File: config.mk
export PLATFORM = sky130hd
export DESIGN_NAME = dts_sequencer
export DESIGN_NICKNAME = d
export VERILOG_FILES = /design/src/rtl/dts_pkg.sv /design/src/rtl/dts_sequencer.sv
export SDC_FILE = /design/constraint.sdc
export NUM_CORES = 1
export LEC_CHECK = 0
export ABC_CLOCK_PERIOD_IN_PS = 10700
export BUFFER_PORTS_ARGS = -buffer_cell sky130_fd_sc_hd__buf_2
export CAP_MARGIN = 25
export CORE_UTILIZATION = 40
export CTS_BUF_LIST = sky130_fd_sc_hd__clkbuf_4 sky130_fd_sc_hd__clkbuf_8 sky130_fd_sc_hd__clkbuf_16
export CTS_CLUSTER_SIZE = 24
export DETAILED_ROUTE_END_ITERATION = 12
export GPL_ROUTABILITY_DRIVEN = 0
export GPL_TIMING_DRIVEN = 0
export HOLD_SLACK_MARGIN = 0.06
export SLEW_MARGIN = 15
export SYNTH_ARGS = -nofsm -noshare
export SYNTH_HDL_FRONTEND = slang
export SYNTH_SLANG_ARGS = --single-unit
File: constraint.sdc
create_clock -name clk_sys -period 10.7 [get_ports clk_sys]
set_input_delay 2.675 -clock clk_sys [delete_from_list [all_inputs] [get_ports clk_sys]]
set_output_delay 2.675 -clock clk_sys [all_outputs]
set_load 0.1 [all_outputs]
File: src/rtl/dts_pkg.sv
package dts_pkg;

	// ------------------------------------------------------------
	// timing
	// ------------------------------------------------------------
	localparam int CLK_HZ = 200_000_000;
	localparam int COAST_DROP_MS = 100;
	localparam int COAST_PRE_START_MS = 50;
	// longest time rounds down
	localparam int COAST_DROP_CYC = (CLK_HZ / 1000) * COAST_DROP_MS;
	// least time also rounds down
	localparam int COAST_PRE_START_CYC = (CLK_HZ / 1000) * COAST_PRE_START_MS;

	// ------------------------------------------------------------
	// data widths and reset values
	// ------------------------------------------------------------
	localparam int VAL_W = 16;
	localparam logic signed [VAL_W-1:0] POT_PRESET_VAL = 16'sh0000;
	localparam logic signed [VAL_W-1:0] ZERO_VAL = 16'sh0000;

	typedef logic signed [VAL_W-1:0] dts_val_t;

	// terminal digital inputs travel together
	typedef struct packed {
		logic run;
		logic jog;
		logic start;
		logic coast_stop;
		logic jog_speed_select;
		logic ramp_hold;
		logic dual_clamp_enable;
		logic zero_ref_interlock;
		logic pot_preset_enable;
		logic pot_increase;
		logic pot_decrease;
	} dts_term_t;

	// status flags out to the terminals
	typedef struct packed {
		logic zero_speed_flag;
		logic ramping_flag;
		logic healthy_flag;
		logic contactor;
		logic loops_enable;
		logic field_enable;
	} dts_flags_t;

	// programmed setpoints
	typedef struct packed {
		dts_val_t jog_speed_1;
		dts_val_t jog_speed_2;
		dts_val_t crawl_speed;
		dts_val_t zero_interlock_threshold;
		dts_val_t run_ramp_fwd_step;
		dts_val_t run_ramp_rev_step;
		dts_val_t stop_ramp_step;
		dts_val_t jog_ramp_step;
		dts_val_t pot_step;
	} dts_cfg_t;

endpackage : dts_pkg

File: src/rtl/dts_sequencer.sv
// Summary of operation
// RL1: preset enable forces pot output to preset
// RL2: otherwise pot moves by increase/decrease inputs
// RL3: interlock blocks contactor until reference near zero
// RL4: jog select low speed 1, high speed 2
// RL5: ramp hold freezes run ramp output
// RL6: dual clamp selects symmetric or split limits
// RL7: positive upper clamp limits, negative drives demand
// RL8: zero speed flag high below threshold
// RL9: ramping flag high while run ramp changes
// RL10: healthy only without alarm and ready
// RL11: run low inhibits loops and field
// RL12: run low drops held contactor at once
// RL13: jog without start jogs, ramps down after
// RL14: start needs no alarm, coast, run, no jog
// RL15: start removed ramps to zero, then contactor off
// RL16: jog rising during start gives slack take-up; code does this in run only, jog is ignored in crawl
// RL17: start rising with select high gives crawl
// RL18: coast stop low drops contactor within 100 ms
// RL19: coast stop high 50 ms before start
// RL20: all terminals sampled on the system clock
`timescale 1ns/1ps
`default_nettype none

module dts_sequencer #(
	parameter int COAST_DROP_CYCLES = dts_pkg::COAST_DROP_CYC,
	parameter int COAST_READY_CYCLES = dts_pkg::COAST_PRE_START_CYC
) (
	input wire logic clk_sys,
	input wire logic rstn,
	input wire dts_pkg::dts_term_t term_in,
	input wire dts_pkg::dts_cfg_t cfg,
	input wire logic alarm,
	input wire dts_pkg::dts_val_t ramped_ref_input,
	input wire dts_pkg::dts_val_t speed_ref,
	input wire dts_pkg::dts_val_t speed_feedback,
	input wire dts_pkg::dts_val_t speed_loop_demand,
	input wire dts_pkg::dts_val_t upper_clamp_input,
	input wire dts_pkg::dts_val_t lower_clamp_input,
	output dts_pkg::dts_flags_t flags,
	output dts_pkg::dts_val_t pot_output,
	output dts_pkg::dts_val_t ramp_output,
	output dts_pkg::dts_val_t seq_speed_ref,
	output dts_pkg::dts_val_t current_demand,
	output dts_pkg::dts_val_t pos_clamp,
	output dts_pkg::dts_val_t neg_clamp
);
	import dts_pkg::*;

	if (COAST_DROP_CYCLES < 2 || COAST_READY_CYCLES < 1) begin : g_bad_counts
		$error("coast stop counts too small");
	end

	typedef enum {ST_IDLE, ST_RUN, ST_CRAWL, ST_JOG, ST_STOP} dts_state_t;

	// ------------------------------------------------------------
	// input sampling
	// ------------------------------------------------------------
	dts_term_t t_r;
	dts_term_t t_prev_r;
	always_ff @(posedge clk_sys or negedge rstn) begin
		if (!rstn) begin
			t_r <= '0;
			t_prev_r <= '0;
		end else begin
			t_r <= term_in; // see RL20
			t_prev_r <= t_r;
		end
	end

	wire logic start_rise = t_r.start && !t_prev_r.start;
	// slack take-up needs no edge detector: run is only entered with jog low

	// ------------------------------------------------------------
	// coast stop timing
	// ------------------------------------------------------------
	localparam int CW = $clog2(COAST_DROP_CYCLES + COAST_READY_CYCLES + 1);
	logic [CW-1:0] coast_hi_cnt_r;
	// no low-side counter: the drop limit is met by reacting to the first low sample
	wire logic coast_ready = coast_hi_cnt_r >= CW'(COAST_READY_CYCLES);
	// drop well inside the limit: first sampled low cycle already ends running
	wire logic coast_drop = !t_r.coast_stop; // see RL18
	always_ff @(posedge clk_sys or negedge rstn) begin
		if (!rstn) begin
			coast_hi_cnt_r <= '0;
		end else begin
			if (!t_r.coast_stop)
				coast_hi_cnt_r <= '0;
			else if (!coast_ready)
				coast_hi_cnt_r <= coast_hi_cnt_r + 1'b1;
		end
	end

	// ------------------------------------------------------------
	// sequencing
	// ------------------------------------------------------------
	dts_state_t state_r;
	dts_state_t state_nxt;
	logic contactor_r;
	logic contactor_nxt;
	logic interlock_ok_r;
	dts_val_t seq_ref_r;
	dts_val_t seq_ref_nxt;

	wire logic at_zero = (speed_feedback < cfg.zero_interlock_threshold)
		&& (speed_feedback > -cfg.zero_interlock_threshold);
	wire logic ref_low = (speed_ref < cfg.zero_interlock_threshold)
		&& (speed_ref > -cfg.zero_interlock_threshold);
	wire logic ready = !alarm && t_r.coast_stop && coast_ready && t_r.run;
	wire dts_val_t jog_speed = t_r.jog_speed_select ?
		cfg.jog_speed_2 : cfg.jog_speed_1; // see RL4
	wire logic start_ok = ready && !t_r.jog && t_r.start; // see RL14
	wire logic energise_ok = !t_r.zero_ref_interlock || interlock_ok_r; // see RL3

	// ramp one step toward a target
	function automatic dts_val_t step_to(input dts_val_t cur, input dts_val_t tgt,
		input dts_val_t stp);
		dts_val_t d;
		d = dts_val_t'(tgt - cur);
		if (d > stp)
			step_to = dts_val_t'(cur + stp);
		else if (d < -stp)
			step_to = dts_val_t'(cur - stp);
		else
			step_to = tgt;
	endfunction : step_to

	always_comb begin
		state_nxt = state_r;
		contactor_nxt = contactor_r;
		seq_ref_nxt = seq_ref_r;
		case (state_r)
			ST_IDLE: begin
				seq_ref_nxt = ZERO_VAL;
				if (start_ok && energise_ok) begin
					state_nxt = (start_rise && t_r.jog_speed_select) ? ST_CRAWL : ST_RUN; // see RL17
					contactor_nxt = 1'b1;
				end else if (ready && t_r.jog && !t_r.start && energise_ok) begin
					state_nxt = ST_JOG; // see RL13
					contactor_nxt = 1'b1;
				end
			end
			ST_RUN: begin
				// slack take-up while jog held
				if (t_r.jog)
					seq_ref_nxt = jog_speed; // see RL16
				else
					seq_ref_nxt = ramp_output;
				if (!t_r.start)
					state_nxt = ST_STOP; // see RL15
			end
			ST_CRAWL: begin
				seq_ref_nxt = step_to(seq_ref_r, cfg.crawl_speed, cfg.run_ramp_fwd_step); // see RL17
				if (!t_r.start)
					state_nxt = ST_STOP;
			end
			ST_JOG: begin
				if (t_r.jog)
					seq_ref_nxt = step_to(seq_ref_r, jog_speed, cfg.jog_ramp_step);
				else begin
					seq_ref_nxt = step_to(seq_ref_r, ZERO_VAL, cfg.jog_ramp_step); // see RL13
					// the jog ramp must reach zero before the contactor drops
					if (at_zero && seq_ref_nxt == ZERO_VAL) begin
						state_nxt = ST_IDLE;
						contactor_nxt = 1'b0;
					end
				end
			end
			ST_STOP: begin
				seq_ref_nxt = step_to(seq_ref_r, ZERO_VAL, cfg.stop_ramp_step);
				if (at_zero && seq_ref_nxt == ZERO_VAL) begin
					state_nxt = ST_IDLE;
					contactor_nxt = 1'b0; // see RL15
				end
			end
			default: state_nxt = ST_IDLE;
		endcase
		// run low or coast stop or alarm ends the sequence immediately: idle state, contactor off, reference zero
		if (!t_r.run || coast_drop || alarm) begin
			state_nxt = ST_IDLE; // see RL12
			contactor_nxt = 1'b0; // see RL18
			seq_ref_nxt = ZERO_VAL;
		end
	end

	always_ff @(posedge clk_sys or negedge rstn) begin
		if (!rstn) begin
			state_r <= ST_IDLE;
			contactor_r <= 1'b0;
			seq_ref_r <= ZERO_VAL;
			interlock_ok_r <= 1'b0;
		end else begin
			state_r <= state_nxt;
			contactor_r <= contactor_nxt;
			seq_ref_r <= seq_ref_nxt;
			// the reference must return near zero while idle before a new start
			if (contactor_r)
				interlock_ok_r <= 1'b0;
			else if (ref_low)
				interlock_ok_r <= 1'b1; // see RL3
		end
	end

	// ------------------------------------------------------------
	// motorised pot simulator
	// ------------------------------------------------------------
	dts_val_t pot_r;
	wire dts_val_t pot_up = dts_val_t'(pot_r + cfg.pot_step);
	wire dts_val_t pot_dn = dts_val_t'(pot_r - cfg.pot_step);
	wire logic pot_up_ok = pot_up > pot_r;
	wire logic pot_dn_ok = pot_dn < pot_r;
	always_ff @(posedge clk_sys or negedge rstn) begin
		if (!rstn)
			pot_r <= POT_PRESET_VAL;
		else if (t_r.pot_preset_enable)
			pot_r <= POT_PRESET_VAL; // see RL1
		else if (t_r.pot_increase && !t_r.pot_decrease && pot_up_ok)
			pot_r <= pot_up; // see RL2
		else if (t_r.pot_decrease && !t_r.pot_increase && pot_dn_ok)
			pot_r <= pot_dn; // see RL2
	end

	// ------------------------------------------------------------
	// run mode ramp
	// ------------------------------------------------------------
	dts_val_t ramp_r;
	logic ramping_r;
	wire logic ramp_up_mag = (ramped_ref_input >= ZERO_VAL) ?
		(ramped_ref_input > ramp_r) : (ramped_ref_input < ramp_r);
	wire dts_val_t ramp_stp = ramp_up_mag ? cfg.run_ramp_fwd_step : cfg.run_ramp_rev_step;
	wire dts_val_t ramp_nxt = step_to(ramp_r, ramped_ref_input, ramp_stp);
	always_ff @(posedge clk_sys or negedge rstn) begin
		if (!rstn) begin
			ramp_r <= ZERO_VAL;
			ramping_r <= 1'b0;
		end else if (!t_r.run) begin
			ramp_r <= ZERO_VAL; // see RL11
			ramping_r <= 1'b0;
		end else if (t_r.ramp_hold) begin
			ramping_r <= 1'b0; // see RL5
		end else begin
			ramp_r <= ramp_nxt; // see RL5
			ramping_r <= ramp_nxt != ramp_r; // see RL9
		end
	end

	// ------------------------------------------------------------
	// current clamps
	// ------------------------------------------------------------
	wire logic upper_neg = upper_clamp_input < ZERO_VAL;
	wire dts_val_t upper_mag = upper_neg ? dts_val_t'(-upper_clamp_input) : upper_clamp_input;
	wire dts_val_t pos_lim = upper_mag;
	wire dts_val_t neg_lim = t_r.dual_clamp_enable ? lower_clamp_input :
		dts_val_t'(-upper_mag); // see RL6
	// negative upper input drives the demand and bypasses the speed loop
	wire dts_val_t raw_demand = upper_neg ? upper_clamp_input : speed_loop_demand; // see RL7
	wire dts_val_t clamped = (raw_demand > pos_lim) ? pos_lim :
		(raw_demand < neg_lim) ? neg_lim : raw_demand; // see RL7

	// ------------------------------------------------------------
	// outputs
	// ------------------------------------------------------------
	dts_flags_t flags_r;
	dts_val_t demand_r;
	dts_val_t pos_r;
	dts_val_t neg_r;
	wire logic loops_on = t_r.run && contactor_r; // see RL11
	always_ff @(posedge clk_sys or negedge rstn) begin
		if (!rstn) begin
			flags_r <= '0;
			demand_r <= ZERO_VAL;
			pos_r <= ZERO_VAL;
			neg_r <= ZERO_VAL;
		end else begin
			flags_r.zero_speed_flag <= at_zero; // see RL8
			flags_r.ramping_flag <= ramping_r; // see RL9
			flags_r.healthy_flag <= ready; // see RL10
			flags_r.contactor <= contactor_nxt;
			flags_r.loops_enable <= loops_on; // see RL11
			flags_r.field_enable <= t_r.run; // see RL11
			demand_r <= loops_on ? clamped : ZERO_VAL;
			pos_r <= pos_lim;
			neg_r <= neg_lim;
		end
	end

	assign flags = flags_r;
	assign pot_output = pot_r;
	assign ramp_output = ramp_r;
	assign seq_speed_ref = seq_ref_r;
	assign current_demand = demand_r;
	assign pos_clamp = pos_r;
	assign neg_clamp = neg_r;

endmodule : dts_sequencer

`default_nettype wire

==> run metrics <==
Post-CTS Setup Inserts 0; main flop type after synthesis dfrtp_1; wire per inst 20.28 um; worst-margin pin slew 0.9897 ns; drc violations 0; Detailed Route Iter0 Violations roughly 2000; routed length on met2 37940 um; synthesized flop and latch total 144; Worst VDD drop 0.0002447 V; Achievable Freq ~110 MHz; clk slew on worst S/H paths about 0.070 ns; Post-Syn Area 24850 sq um; largest net degree at the start of global routing 76; CTS resizes 0; Mapped Cells about 3200; via count 24770; pre-CTS WS 0.9615 ns; CP required 11.02 ns; top cells by area, synth ha_1 24%, dfrtp_1 15%, xnor2_1 7.5%, a21oi_1 5.3%, inv_1 4.9%; most common cell in the netlist ha_1; vias in the first global route 23380; Post-Syn Nets 3907; Multi-input gate area 19730 sq um; ANT nets after route 0; slowest CP cell mux2i_1; Top Layer Used met4; min setup slack post-route ~1.3 ns; filler instances 6253; row cnt 90; routed wire length on met3 7212 um; core area 60810 sq um; H-tree levels 4; hpwl dp 73650 um; I/O Buffers 355; total track usage 0.2735; Die H roughly 250 um; outcome finished clean; Seq/Total Area, Yosys 0.1450; Max stage delay on crit path approximately 0.66 ns; WL final 87990 um; die area approximately 63000 sq um; hold_ws 0.3620 ns; CP Launch Type input port; Final TNS setup 0 ns; Clock Sink Count around 140; first drt pass iteration count 6; post-synth cell types 84; synthesis-to-finish area growth 13.77%; Setup CP Type in2reg; clk_skew 0.01017 ns; Congestion Overflow GR 0; maximum clock path buffer count 2; clk_lat worst skew 0.46 ns; Final Net Count 4286; fin crit period 9.443 ns; vias per cell 5.710; final instance area 28270 sq um; root buffer cell clkbuf_16; layout cell share with drive strength beyond 1 0.1278; crit-path most repeated cell o21ai_0; WP data arrival 9.76 ns; Post-synth top cells 479 x ha_1, 324 x inv_1, 271 x nor2_1, 265 x a21oi_1, 212 x xnor2_1; Initial Utilization 0.4086; MaxCap Viol Count 0; Num CTS Buffers 17; Chip Width roughly 250 um; TritonCTS clock tree done; final hold violations 0; Placed Area 27650 sq um; Hold Path Class reg2reg; Synth Area per Inst 7.861 sq um; RSZ-0062 raised after global routing false; Synth area leader ha_1; final setup fails 0; crit share post-route 0.8825; CP Capture Type flip-flop; Synth Warn # 0; critical path peak fanout 10; relative slew slack 0.3402; Power Density between 150 and 200 nW/um^2; global-route wire length before repair around 130000 um; Async SR Flop Fraction 1.000; Hold Buf Count CTS 0; IO Pins 356; register area 3603 sq um; initial antenna violation count 5; Slew Viols, Final 0; Synth top area share 0.2412; leakage around 14 nW; Post-synth EDFFs 0; routed length on met1 just over 40000 um
==> worst paths after layout <==
path / startpoint / to / slack (ns) / cells past startpoint
worst max-delay path: cfg[113] / seq_speed_ref[12] / 1.26 / 29
worst min-delay path: ramping_r / flags[4] / 0.36 / 0
worst max register to register: t_r[6] / seq_speed_ref[12] / 2.29 / 30
worst min register to register: ramping_r / flags[4] / 0.36 / 0
max in group asynchronous: rstn / ramp_output[1] / 7.75 / 2
min in group asynchronous: rstn / t_r[0] / 2.15 / 1
==> cells in the final DEF, fill, tap and decap left out, types with 17 or more instances in the layout <==
cell and n:
nand3_1 63, xnor2_1 212, o31ai_1 17, o211ai_1 29, o21ai_0 173, dfrtp_1 144
mux2i_1 84, a21o_1 69, clkbuf_1 59, nor2b_1 55, ha_1 479, nor3_1 68
nand2_1 146, xor2_1 30, o21a_1 81, clkbuf_16 17, buf_2 359, o21bai_1 38
inv_1 324, a21boi_0 19, o22ai_1 18, mux2_2 29, and2_1 46, nor2_1 271
a21oi_1 265, a211oi_1 44, nor4_1 31, nand2b_1 44, nand4_1 60
==> worst max-delay path: cells and delay by family <==
kind | cells | cell delay, ns
compound gates | 17 | 3.54
xor+xnor | 1 | 0.14
fa+ha+maj | 2 | 0.67
buf+inv | 4 | 1.44
mux | 2 | 0.90
simple gates | 3 | 0.36
==> final cells by class <==
cell class,count,share of cell area
diodes,3,0.0002656
plain buffers,74,0.01040
clock buffers,17,0.01505
clock inverters,15,0.005798
inverters,325,0.04315
multi-input cells,2618,0.6979
flip-flops and latches,144,0.1275
well taps,782,0.03461
repair buffers,360,0.06533
==> per-stage QoR <==
| step | std cells | total power, W | utilization |
|---|---|---|---|
| 2_1_floorplan | 3161 | 0.003279 | - |
| 3_3_place_gp | 4298 | 0.004072 | 0.4539 |
| 3_5_place_dp | 4301 | 0.004094 | 0.4548 |
| 4_1_cts | 4333 | 0.004729 | 0.4644 |
| 5_1_grt | 4338 | 0.005141 | 0.4649 |
| 6_report | 4338 | 0.004749 | 0.4649 |
==> routing by layer <==
metal / vias up / GRT usage
li1: 12170 / -
met1: 11580 / 0.3930
met2: 924 / 0.4247
met3: 94 / 0.04556
met4: 0 / 0.06045
met5: - / 0
==> state kept, by name, summed over array words and instances, names as in the netlist <==
| name | count |
|---|---|
| t_prev_r | 1 |
| coast_hi_cnt_r | 25 |
| ramp_output | 16 |
| state_r | 3 |
| pot_output | 16 |
| current_demand | 16 |
| t_r | 11 |
| ramping_r | 1 |
| pos_clamp | 16 |
| neg_clamp | 16 |
| seq_speed_ref | 16 |
| flags | 6 |
| interlock_ok_r | 1 |
==> cells by family (layout without fill, tap and decap cells) <==
kind of cell / count (synthesis) / count (layout) / share of synthesized area
simple gates: 862 / 862 / 0.1714
xor+xnor: 243 / 243 / 0.08596
flops: 144 / 144 / 0.1450
other cells: 0 / 3 / 0
fa+ha+maj: 492 / 492 / 0.2517
mux: 113 / 113 / 0.04698
compound gates: 908 / 908 / 0.2380
buf+inv: 399 / 791 / 0.06093
==> power breakdown <==
part | leakage [nW] | switching [W] | internal, W
combinational | 11.7 | 0.00214 | 0.00127
clock | 0.289 | 0.000282 | 0.000332
sequential | 1.89 | 0.000129 | 0.000601
total | 13.9 | 0.00255 | 0.00220
(Power assumes the default switching activity.)
